$ cat config.mk
export PLATFORM = sky130hd
export DESIGN_NAME = umhp_top
export DESIGN_NICKNAME = d
export VERILOG_FILES = /design/src/verilog/umhp_pkg.sv /design/src/verilog/umhp_status.sv /design/src/verilog/umhp_top.sv
export SDC_FILE = /design/constraint.sdc
export NUM_CORES = 1
export LEC_CHECK = 0
export BUFFER_PORTS_ARGS = -buffer_cell sky130_fd_sc_hd__buf_2
export CAP_MARGIN = 25
export CORE_MARGIN = 2
export CORE_UTILIZATION = 24
export DETAILED_ROUTE_END_ITERATION = 16
export GPL_ROUTABILITY_DRIVEN = 0
export GPL_TIMING_DRIVEN = 0
export PLACE_DENSITY = 0.56
export SYNTH_ARGS = -nofsm -noshare
export SYNTH_HDL_FRONTEND = slang
export SYNTH_HIERARCHICAL = 1
export SYNTH_SLANG_ARGS = --single-unit
$ cat constraint.sdc
create_clock -name clk -period 1.12 [get_ports clk]
set_input_delay 0.28 -clock clk [delete_from_list [all_inputs] [get_ports clk]]
set_output_delay 0.28 -clock clk [all_outputs]
set_load 0.005 [all_outputs]
$ cat src/verilog/umhp_pkg.sv
// Constants and carrier types for the modem handshake pin block
package umhp_pkg;

    localparam int MCR_W         = 8;
    localparam int MCR_DTR_BIT   = 0;
    localparam int MCR_RTS_BIT   = 1;
    localparam int MCR_LOOP_BIT  = 4;

    localparam int MSR_DCTS_BIT  = 0;
    localparam int MSR_DDSR_BIT  = 1;
    localparam int MSR_TERI_BIT  = 2;
    localparam int MSR_DDCD_BIT  = 3;
    localparam int MSR_CTS_BIT   = 4;
    localparam int MSR_DSR_BIT   = 5;
    localparam int MSR_RI_BIT    = 6;
    localparam int MSR_DCD_BIT   = 7;

    localparam logic [7:0]  MCR_RESET     = 8'h00;
    localparam logic        PIN_INACTIVE  = 1'b1;
    localparam logic        LINE_IDLE     = 1'b1;
    localparam logic        STRAP_RESET   = 1'b0;
    localparam logic [15:0] CFG_BASE_LOW  = 16'h03f0;
    localparam logic [15:0] CFG_BASE_HIGH = 16'h0370;

    // Field order matches the status register from bit 3 down
    typedef struct packed {
        logic carrierDetectN;
        logic ringIndicateN;
        logic setReadyN;
        logic clearToSendN;
    } umhp_modem_in_t;

    // Packed layout is the modem status register, bit 7 first
    typedef struct packed {
        logic [3:0] level;
        logic [3:0] delta;
    } umhp_status_t;

endpackage

$ cat src/verilog/umhp_status.sv
// Modem status tracking for one serial port
`timescale 1ns/10ps
`default_nettype none

module umhp_status
    import umhp_pkg::*;
(
    input  wire logic           clk,
    input  wire logic           sys_rst,
    input  wire umhp_modem_in_t pinsN,
    input  wire logic           statusRead,
    input  wire logic           modemIntEnable,
    output var  umhp_status_t   status,
    output var  logic           modemIrq
);

    umhp_modem_in_t prevN_r;
    logic           primed_r;
    logic [3:0]     delta_r;
    logic [3:0]     delta_nxt;
    logic           pend_r;
    logic           pend_nxt;
    logic [3:0]     level_r;
    logic           irq_r;

    wire logic [3:0] pinVec  = pinsN;
    wire logic [3:0] prevVec = prevN_r;
    // First cycle after reset has no history, so no edge is claimed
    wire logic [3:0] riseVec = primed_r ? (pinVec & ~prevVec) : 4'h0;
    wire logic       anyEdge = primed_r & (|(pinVec ^ prevVec));

    // Set wins over the clear of a read in the same cycle
    assign delta_nxt = (statusRead ? 4'h0 : delta_r) | riseVec;
    assign pend_nxt  = (statusRead ? 1'b0 : pend_r) | anyEdge;

    always_ff @(posedge clk or posedge sys_rst) begin
        if (sys_rst) begin
            prevN_r  <= '1;
            primed_r <= 1'b0;
            delta_r  <= 4'h0;
            pend_r   <= 1'b0;
            level_r  <= 4'h0;
            irq_r    <= 1'b0;
        end else begin
            prevN_r  <= pinsN;
            primed_r <= 1'b1;
            delta_r  <= delta_nxt;
            pend_r   <= pend_nxt;
            level_r  <= ~pinVec;
            irq_r    <= modemIntEnable & pend_nxt;
        end
    end

    assign status   = '{level: level_r, delta: delta_r};
    assign modemIrq = irq_r;

endmodule

`default_nettype wire

$ cat src/verilog/umhp_top.sv
// Modem handshake pins, status tracking and config strap for two ports
`timescale 1ns/10ps
`default_nettype none

module umhp_top
    import umhp_pkg::*;
#(
    parameter int REG_W = MCR_W
)
(
    input  wire logic        clk,
    input  wire logic        sys_rst,
    input  wire logic        port1ModemCtrlWe,
    input  wire logic [7:0]  port1ModemCtrlWdata,
    output var  logic [7:0]  port1ModemCtrlReg,
    input  wire logic        port1StatusRead,
    output var  logic [7:0]  port1ModemStatusReg,
    input  wire logic        port1ModemIntEnable,
    output var  logic        port1ModemIrq,
    output var  logic        port1SendRequestN,
    output var  logic        port1TerminalReadyN,
    input  wire logic        port1ClearToSendN,
    input  wire logic        port1SetReadyN,
    input  wire logic        port1CarrierDetectN,
    input  wire logic        port1RingIndicateN,
    input  wire logic        port1SerialIn,
    output var  logic        port1RxData,
    input  wire logic        port1TxData,
    output var  logic        port1SerialOut,
    input  wire logic        port2ModemCtrlWe,
    input  wire logic [7:0]  port2ModemCtrlWdata,
    output var  logic [7:0]  port2ModemCtrlReg,
    input  wire logic        port2StatusRead,
    output var  logic [7:0]  port2ModemStatusReg,
    input  wire logic        port2ModemIntEnable,
    output var  logic        port2ModemIrq,
    output var  logic        port2SendRequestN,
    output var  logic        port2SendRequestOe,
    input  wire logic        port2SendRequestIn,
    output var  logic        port2TerminalReadyN,
    input  wire logic        port2ClearToSendN,
    input  wire logic        port2SetReadyN,
    input  wire logic        port2CarrierDetectN,
    input  wire logic        port2RingIndicateN,
    input  wire logic        port2SerialOrInfraredIn,
    output var  logic        port2RxData,
    output var  logic        port2IrRxData,
    input  wire logic        port2IrMode,
    input  wire logic        port2TxData,
    input  wire logic        port2IrTxData,
    output var  logic        port2SerialOrInfraredOut,
    output var  logic        configBaseStrap,
    output var  logic [15:0] configIndexBase
);

    if (REG_W != MCR_W) begin : g_check
        $error("umhp_top: REG_W must equal the 8-bit control width");
    end

    // Low when the bit is set, held high while loop mode is on
    function automatic logic handshakeN(input logic [7:0] ctrl,
                                        input int        bitIdx);
        handshakeN = ~(ctrl[bitIdx] & ~ctrl[MCR_LOOP_BIT]);
    endfunction

    logic [7:0]  mcr1_r;
    logic [7:0]  mcr2_r;
    logic        rts1N_r;
    logic        dtr1N_r;
    logic        rts2N_r;
    logic        dtr2N_r;
    logic        strapDone_r;
    logic        strap_r;
    logic [15:0] cfgBase_r;
    logic        rx1_r;
    logic        tx1_r;
    logic        rx2_r;
    logic        irRx2_r;
    logic        out2_r;

    umhp_modem_in_t pins1N;
    umhp_modem_in_t pins2N;
    umhp_status_t   status1;
    umhp_status_t   status2;

    wire logic [7:0] mcr1_nxt = port1ModemCtrlWe ? port1ModemCtrlWdata
                                                 : mcr1_r;
    wire logic [7:0] mcr2_nxt = port2ModemCtrlWe ? port2ModemCtrlWdata
                                                 : mcr2_r;
    // Infrared shares the port 2 transmit pin; mode picks the source
    wire logic       out2_nxt = port2IrMode ? port2IrTxData
                                            : port2TxData;
    wire logic [15:0] cfgBase_nxt = port2SendRequestIn ? CFG_BASE_HIGH
                                                       : CFG_BASE_LOW;

    always_ff @(posedge clk or posedge sys_rst) begin
        if (sys_rst) begin
            mcr1_r <= MCR_RESET;
            mcr2_r <= MCR_RESET;
        end else begin
            mcr1_r <= mcr1_nxt;
            mcr2_r <= mcr2_nxt;
        end
    end

    always_ff @(posedge clk or posedge sys_rst) begin
        if (sys_rst) begin
            rts1N_r <= PIN_INACTIVE;
            rts2N_r <= PIN_INACTIVE;
            dtr1N_r <= PIN_INACTIVE;
            dtr2N_r <= PIN_INACTIVE;
        end else begin
            rts1N_r <= handshakeN(mcr1_r, MCR_RTS_BIT);
            rts2N_r <= handshakeN(mcr2_r, MCR_RTS_BIT);
            dtr1N_r <= handshakeN(mcr1_r, MCR_DTR_BIT);
            dtr2N_r <= handshakeN(mcr2_r, MCR_DTR_BIT);
        end
    end

    // Strap taken on the first edge after release; driver stays off
    // until then so the board resistor sets the pin level
    always_ff @(posedge clk or posedge sys_rst) begin
        if (sys_rst) begin
            strapDone_r <= 1'b0;
            strap_r     <= STRAP_RESET;
            cfgBase_r   <= CFG_BASE_LOW;
        end else if (!strapDone_r) begin
            strapDone_r <= 1'b1;
            strap_r     <= port2SendRequestIn;
            cfgBase_r   <= cfgBase_nxt;
        end
    end

    // Transmit data passes through one register stage; handshake inputs
    // play no part here
    always_ff @(posedge clk or posedge sys_rst) begin
        if (sys_rst) begin
            rx1_r   <= LINE_IDLE;
            tx1_r   <= LINE_IDLE;
            rx2_r   <= LINE_IDLE;
            irRx2_r <= LINE_IDLE;
            out2_r  <= LINE_IDLE;
        end else begin
            rx1_r   <= port1SerialIn;
            tx1_r   <= port1TxData;
            rx2_r   <= port2SerialOrInfraredIn;
            irRx2_r <= port2SerialOrInfraredIn;
            out2_r  <= out2_nxt;
        end
    end

    assign pins1N = '{carrierDetectN: port1CarrierDetectN,
                      ringIndicateN:  port1RingIndicateN,
                      setReadyN:      port1SetReadyN,
                      clearToSendN:   port1ClearToSendN};
    assign pins2N = '{carrierDetectN: port2CarrierDetectN,
                      ringIndicateN:  port2RingIndicateN,
                      setReadyN:      port2SetReadyN,
                      clearToSendN:   port2ClearToSendN};

    umhp_status u_status1 (
        .clk            (clk),
        .sys_rst        (sys_rst),
        .pinsN          (pins1N),
        .statusRead     (port1StatusRead),
        .modemIntEnable (port1ModemIntEnable),
        .status         (status1),
        .modemIrq       (port1ModemIrq)
    );

    umhp_status u_status2 (
        .clk            (clk),
        .sys_rst        (sys_rst),
        .pinsN          (pins2N),
        .statusRead     (port2StatusRead),
        .modemIntEnable (port2ModemIntEnable),
        .status         (status2),
        .modemIrq       (port2ModemIrq)
    );

    assign port1ModemCtrlReg        = mcr1_r;
    assign port2ModemCtrlReg        = mcr2_r;
    assign port1ModemStatusReg      = status1;
    assign port2ModemStatusReg      = status2;
    assign port1SendRequestN        = rts1N_r;
    assign port1TerminalReadyN      = dtr1N_r;
    assign port2SendRequestN        = rts2N_r;
    assign port2SendRequestOe       = strapDone_r;
    assign port2TerminalReadyN      = dtr2N_r;
    assign port1RxData              = rx1_r;
    assign port1SerialOut           = tx1_r;
    assign port2RxData              = rx2_r;
    assign port2IrRxData            = irRx2_r;
    assign port2SerialOrInfraredOut = out2_r;
    assign configBaseStrap          = strap_r;
    assign configIndexBase          = cfgBase_r;

    // Checks; edges are only claimed once input history exists
    logic [1:0] settle_r;

    always_ff @(posedge clk or posedge sys_rst) begin
        if (sys_rst) begin
            settle_r <= 2'b00;
        end else begin
            settle_r <= {settle_r[0], 1'b1};
        end
    end

    wire logic settled = settle_r[1];
endmodule

`default_nettype wire

After elaboration in Yosys (flattened, before gate mapping). Cells that the tools add are included.

Bits in registers: 70. Input port bits: 39. Output and inout port bits: 61.

Mux-type cells: 8. Bitwise gates (word level): 26. Reductions and logical operators: 2.

Operators with widths (count): 4-bit two-way mux (4); 4-bit inverter (4); 1-bit bitwise AND (8); 4-bit bitwise AND (2); 8-bit two-way mux (1); 4-bit bitwise OR (2); 4-bit OR reduction (2); 4-bit bitwise XOR (2); 1-bit inverter (6); 1-bit two-way mux (3); 1-bit bitwise OR (2).

Logic depth before layout (Yosys ltp). Gate-level depths: netlist of the first run.

Word-level depth: 5. Gate-level depth with buffers: 4.

By module. The synthesis of the first run kept the hierarchy.

Modules (own cells, without submodules): umhp_status (instances 2, cells an instance 48, area an instance 571.8 um^2, sequential area each 380.4 um^2); umhp_top (instances 1, cells an instance 72, area an instance 1142.3 um^2, sequential area each 686.9 um^2).

Least setup slack after synthesis of the first run. Ideal clock, no wire load.

Path type: reg2reg. From: register u_status1/prevN_r[2] in the netlist's numbering. To: register u_status1.pend_r. Arrival time: 1068 ps. Required time: 996 ps. Setup slack: -72 ps. Stages on the path, launching flop included: 5. Clock period less this slack: 1192 ps. Cell sequence: dfstp_2 inv_1 ha_1 and4_4 o22ai_2.

Longest elaborated chain between the ends: 4.

Ends and longest elaborated chain: start, declared (RTL line umhp_status.sv:17) `umhp_modem_in_t prevN_r;`; start signal, assigned (RTL line umhp_status.sv:45) `prevN_r <= pinsN;`; 4-bit bitwise XOR (RTL line umhp_status.sv:30) `wire logic anyEdge = primed_r & (|(pinVec ^ prevVec));`; 4-bit OR reduction (RTL line umhp_status.sv:30); 1-bit bitwise AND (RTL line umhp_status.sv:30); 1-bit bitwise OR (RTL line umhp_status.sv:34) `assign pend_nxt = (statusRead ? 1'b0 : pend_r) | anyEdge;`; named net u_status1.pend_nxt (RTL line umhp_status.sv:22) `logic pend_nxt;`; end signal, assigned (RTL line umhp_status.sv:48) `pend_r <= pend_nxt;`; end, declared (RTL line umhp_status.sv:21) `logic pend_r;`.

The timed path passes the listed nets, and every way through them passes these cells. A chain may end at the register's enable or synchronous reset.

==> impl_metrics.yaml, run 1 <==
logic_synthesis:
  synth_top_family_by_area: "multiplexers"
  syn_area_per_cell_um2: 13.61
  synth_cells: 168
  yosys.area_share.simple_pct: 4.598
  synth.distinct_cells: 18
  ys_ff_latch: 57
  synth.yosys.seq_area_share_pct: 63.33
  synth_area_mm2: 0.002286
  yosys_warnings: 6
  synthMuxAreaShare_pct: 11.93
  synth_compound_area_share_pct: 3.612
  synth_xor_area_share_pct: 0
  synthAdderAreaFrac_pct: 4.379
floorplanning:
  die_x_um: 101.6
  initial_core_util_pct: 24.74
  io-pin-count: 100
  core_area_mm2: 0.009240
  die_area_mm2: 0.01032
  die_height_um: 101.6
  std_cell_rows: 35
timing:
  fmax_mhz: 771.7
  worst_hold_slack_ns: 0.03376
  period_needed_ns: 1.296
  max-slew-margin-rel_pct: 61.11
  rsz0062_at_grt: "yes"
  setup_ws_ns: -0.1759
  skew_ns: 0.007947
  report.final.slew_viol_count: 0
  hold_violations: 0
  post-route-period-util_pct: 115.7
  setup_viol: 15
  worst_slew_pin_slew_ns: 0.5827
setup_path:
  crit_family: "flip-flops"
  r2r_slack_ns: -0.10
  critical_path_buf_inv_count: 2
  cpMostUsedCell: "buf_6"
  cp_max_fo: 2
  path_class: "flip-flop to primary output"
  r2r_start: "u_status2/prevN_r[2]$_DFF_PP1_"
  crit_path_end_kind: "primary output"
  crit_path_max_incr_delay_ns: 0.53
  start_kind: "flip-flop"
  worstPathArrival_ns: 1.02
  cp_cell_sequence: "buf_6, buf_6"
  regToRegEndpoint: "u_status2/pend_r$_DFF_PP0_"
  reg2reg_depth: 4
  critical-path-slowest-cell: "dfstp_2"
  required_ns: 0.84
clock_tree:
  cts_buffer_depth: 2
  htree_levels: 3
  clk_pin_slew_ns: 0.07
  cts-root-buf: "clkbuf_8"
  cts_tree: "built"
  holdBufCountCts: 0
  insertion_delay_ns: 0.32
  cts.sinks: 57
  cts_buffers: 9
finish:
  n_antenna_cell: 0
  multi_input_area_um2: 703.2
  syn_to_final_growth_pct: 45.48
  drive_gt1_share_pct: 61.90
  layout.nets: 336
  fin_area_mm2: 0.003326
  fillCellCount: 941
  regArea_mm2: 0.001448
  fin_util_pct: 35.99
pwr:
  power_leakage_nw: 1.738
  p_int_mw: 3.579
  p_sw_mw: 1.119
  combPwrFrac_pct: 14.7
  power.total_mw: 4.697
  seqPwrFrac_pct: 49.5
  switching_share_pct: 23.82
  peakVddDrop_v: 0.0004917
  clkPwrFrac_pct: 35.8
  powerDensity_mw_per_mm2: 1412
routing:
  route.met3.wl_um: 439
  drc: 0
  totalWireLength_mm: 4.413
  dr.max_layer_used: "met4"
  wl_per_cell_um: 10.43
  wl_met1_mm: 1.910
  num_vias: 1503
  drt_iter0_markers: 7
  drt-vias-per-instance: 3.553
  first_pass_iters: 4
  antenna_left: 0
  wl_met2_mm: 1.992
job:
  cap_violations: 0
run_status:
  run_status: "finished with violations"
  violations: "negative setup slack"
placement:
  place_area_mm2: 0.002938
  numPortBuffers: 82
  dpl.hpwl_mm: 3.231
global_routing:
  grt_pass1_vias: 1416
  grt_max_degree: 24
  grt_first_pass_wirelength_mm: 6.872
  globalRouteOverflowTotal: 0
  track_usage_pct: 8.841
  grt_antenna_before_repair: 0
hold_path:
  holdCritPathClass: "input pin to async pin"
## through the flow
step	setup slack (ns)	setup TNS, ns	instances
floorplan	-0.06199	-0.2240	182
global placement	-0.1622	-3.262	393
detailed placement	-0.09517	-0.3449	394
CTS	-0.2097	-2.258	420
global route	-0.2249	-2.884	423
finish	-0.1759	-1.448	423
## power groups by stage
| stage | clock (mW) | combinational, mW | sequential (mW) |
|---|---|---|---|
| 2_1_floorplan | 0 | 0.294 | 2.37 |
| 3_3_place_gp | 0 | 0.567 | 2.36 |
| 3_5_place_dp | 0 | 0.586 | 2.36 |
| 4_1_cts | 1.76 | 0.665 | 2.32 |
| 5_1_grt | 1.86 | 0.777 | 2.34 |
| 6_report | 1.68 | 0.693 | 2.32 |
## synthesized netlist by cell type, drive strengths merged
library cell,n,share of area (%)
nand2b,4,1.1
dfrtp,40,44
ha,8,4.4
buf,18,6.2
inv,32,5.3
nand3b,2,0.66
dfstp,17,20
o21ai,10,2.5
nand2,10,1.9
o22ai,2,1.1
and4,2,0.99
mux2i,1,0.44
mux2,18,11
conb,4,0.66
## sequential cells by signal, summed over array words and instances, names as in the netlist, 4 cells and up
name / flops
port1ModemCtrlReg: 8
port2ModemCtrlReg: 8
u_status1/delta_r: 4
u_status1/level_r: 4
u_status1/prevN_r: 4
u_status2/delta_r: 4
u_status2/level_r: 4
u_status2/prevN_r: 4
## layout by cell type (no fill, tap or decap), drive strengths merged
master,instances
and4,2
buf,114
clkbuf,13
clkinv,3
conb,18
dfrtp,40
dfstp,17
ha,8
inv,32
mux2,18
mux2i,1
nand2,10
nand2b,4
nand3b,2
o21ai,10
o22ai,2
## worst max-delay path by stage
stage | slack [ns] | startpoint | end | cells after the start
floorplan | -0.06 | u_status1/prevN_r[1]$_DFF_PP1_ | u_status1/pend_r$_DFF_PP0_ | 4
global placement | -0.16 | sys_rst | port1ModemCtrlReg[4]$_DFFE_PP0P_ | 2
detailed placement | -0.1 | u_status2/prevN_r[1]$_DFF_PP1_ | u_status2/pend_r$_DFF_PP0_ | 4
finish | -0.18 | port2IrRxData$_DFF_PP1_ | port2RxData | 2
global route | -0.22 | port2IrRxData$_DFF_PP1_ | port2RxData | 2
CTS | -0.21 | port2IrRxData$_DFF_PP1_ | port2RxData | 2
## timing repair
item / 4_1_cts / 5_1_grt
resized for setup: 8 / 10
buffers inserted: 10 / 3
pin swaps: 2 / 2
setup endpoints to repair: 40 / 46
## area by class of cell
class	instances	share of cell area [%]
Sequential cell	57	43.53
Multi-Input combinational cell	75	21.14
Timing Repair Buffer	96	17.23
Tap cell	129	4.853
Clock buffer	13	4.778
Buffer	18	4.402
Inverter	32	3.612
Clock inverter	3	0.4515
## logic make-up (layout without fill, tap and decap cells)
group,after synthesis,in the layout
flops,57,57
mux,19,19
compound gates,12,12
simple gates,18,18
fa+ha+maj,8,8
other cells,4,18
buf+inv,50,162
## per-layer routing
layer	track usage (%)	up-vias
met5	0	-
met4	5.509	0
met3	4.072	8
met2	12.85	74
met1	10.57	694
li1	-	727
Note: power is estimated with default switching activity, not from simulation.
==> run 2: changes to the inputs <==
Settings changed: RECOVER_POWER set to 50, SKIP_LAST_GASP set to 1.
==> impl_metrics.yaml, run 2 (synthesized netlist as in run 1, its figures left out) <==
setup_path:
  cp_max_fo: 2
  critical_path.endpoint: "port2RxData"
  r2r_slack_ns: -0.10
  critical-path-slowest-cell: "dfstp_2"
  reg2reg_depth: 4
  required_ns: 0.84
  cpMostUsedCell: "buf_6"
  worstPathArrival_ns: 1.02
  crit_path_end_kind: "primary output"
  cp_cell_sequence: "buf_6, buf_6"
  r2r_start: "u_status2/prevN_r[2]$_DFF_PP1_"
  path_class: "flip-flop to primary output"
  crit_path_max_incr_delay_ns: 0.53
  regToRegEndpoint: "u_status2/pend_r$_DFF_PP0_"
  cp-startpoint: "port2IrRxData$_DFF_PP1_"
  start_kind: "flip-flop"
finish:
  n_antenna_cell: 0
  layout.nets: 336
  drive_gt1_share_pct: 58.84
  stdcell_count: 423
  layout_common_cells: "67 x buf_2, 40 x dfrtp_1, 28 x buf_4"
  syn_to_final_growth_pct: 44.01
  fin_area_mm2: 0.003292
  fin_util_pct: 35.63
  layout_commonest_cell: "buf_2"
timing:
  post-route-period-util_pct: 115.9
  max-slew-margin-rel_pct: 61.08
  fmax_mhz: 770.6
  hold_violations: 0
  skew_ns: 0.008210
  setup_ws_ns: -0.1777
  period_needed_ns: 1.298
  worst_slew_pin_slew_ns: 0.5831
  report.final.slew_viol_count: 0
  setup_viol: 16
  rsz0062_at_grt: "yes"
clock_tree:
  cts_buffer_depth: 2
  cts-root-buf: "clkbuf_8"
  cts_tree: "built"
  insertion_delay_ns: 0.33
  clk_pin_slew_ns: 0.07
  cts.sinks: 57
  cts_buffers: 9
  htree_levels: 3
routing:
  wl_met2_mm: 1.991
  num_vias: 1499
  dr.max_layer_used: "met4"
  drt_iter0_markers: 8
  drt-vias-per-instance: 3.544
  wl_per_cell_um: 10.43
  drc: 0
  route.met3.wl_um: 435
  first_pass_iters: 4
  totalWireLength_mm: 4.411
  wl_met1_mm: 1.906
  antenna_left: 0
floorplanning:
  die_x_um: 101.6
  io-pin-count: 100
  std_cell_rows: 35
  die_height_um: 101.6
  core_area_mm2: 0.009240
  initial_core_util_pct: 24.74
  die_area_mm2: 0.01032
global_routing:
  grt_max_degree: 24
  grt_first_pass_wirelength_mm: 6.872
  globalRouteOverflowTotal: 0
  track_usage_pct: 8.841
  grt_antenna_before_repair: 0
  grt_pass1_vias: 1416
pwr:
  powerDensity_mw_per_mm2: 1423
  power_leakage_nw: 1.705
  peakVddDrop_v: 0.0004917
placement:
  place_ws_ns: -0.09517
  dp_cells: 394
  dpl.hpwl_mm: 3.231
  numPortBuffers: 82
  place_area_mm2: 0.002938
job:
  cap_violations: 0
hold_path:
  holdCritPathClass: "input pin to async pin"
run_status:
  violations: "negative setup slack"
  run_status: "finished with violations"
## run 2: layout make-up
type | count | area (um2)
repair buffers | 96 | 539.3
plain buffers | 18 | 146.4
flip-flops and latches | 57 | 1448
multi-input cells | 75 | 703.2
clock inverters | 3 | 15.01
fillers | 944 | 5948
well taps | 129 | 161.4
inverters | 32 | 120.1
clock buffers | 13 | 158.9
## run 2: layer usage
layer | global-route usage, % | vias up
met5 | 0 | -
met4 | 5.509 | 0
met3 | 4.072 | 8
met2 | 12.85 | 75
met1 | 10.57 | 690
li1 | - | 726
## run 2: critical path: cells and delay by family, from the launching register on
kind | cells | cell delay [ns]
buffers and inverters | 2 | 0.17
DFF | 1 | 0.53
## run 2: what timing repair did
action	CTS	global route
resized for setup	8	10
hold buffers	0	0
gates cloned	0	0
pin swaps	2	2
setup buffers	10	3
endpoints found under the setup margin	40	46
## run 2: how the worst min path moves through the flow
stage                                                end  slack [ns]
after global placement          port1SerialOut$_DFF_PP1_        0.38
after floorplan           u_status1/delta_r[0]$_DFF_PP0_        0.18
final                     u_status1/delta_r[3]$_DFF_PP0_        0.04
after global routing               port1RxData$_DFF_PP1_        0.03
after detailed placement           port1RxData$_DFF_PP1_        0.39
after CTS                          port1RxData$_DFF_PP1_        0.03
## run 2: metrics by stage
step           TNS, ns  hold slack, ns  power [mW]
6_report        -1.456         0.03886       4.683
5_1_grt         -2.884         0.02773       4.961
4_1_cts         -2.258         0.02748       4.753
3_5_place_dp   -0.3449          0.3882       2.950
3_3_place_gp    -3.262          0.3849       2.928
2_1_floorplan  -0.2240          0.1786       2.666
## run 2: power breakdown
part           switching (mW)  total [mW]  internal [mW]
registers              0.0754        2.33           2.25
clock network           0.767        1.68          0.914
logic                   0.275       0.677          0.402
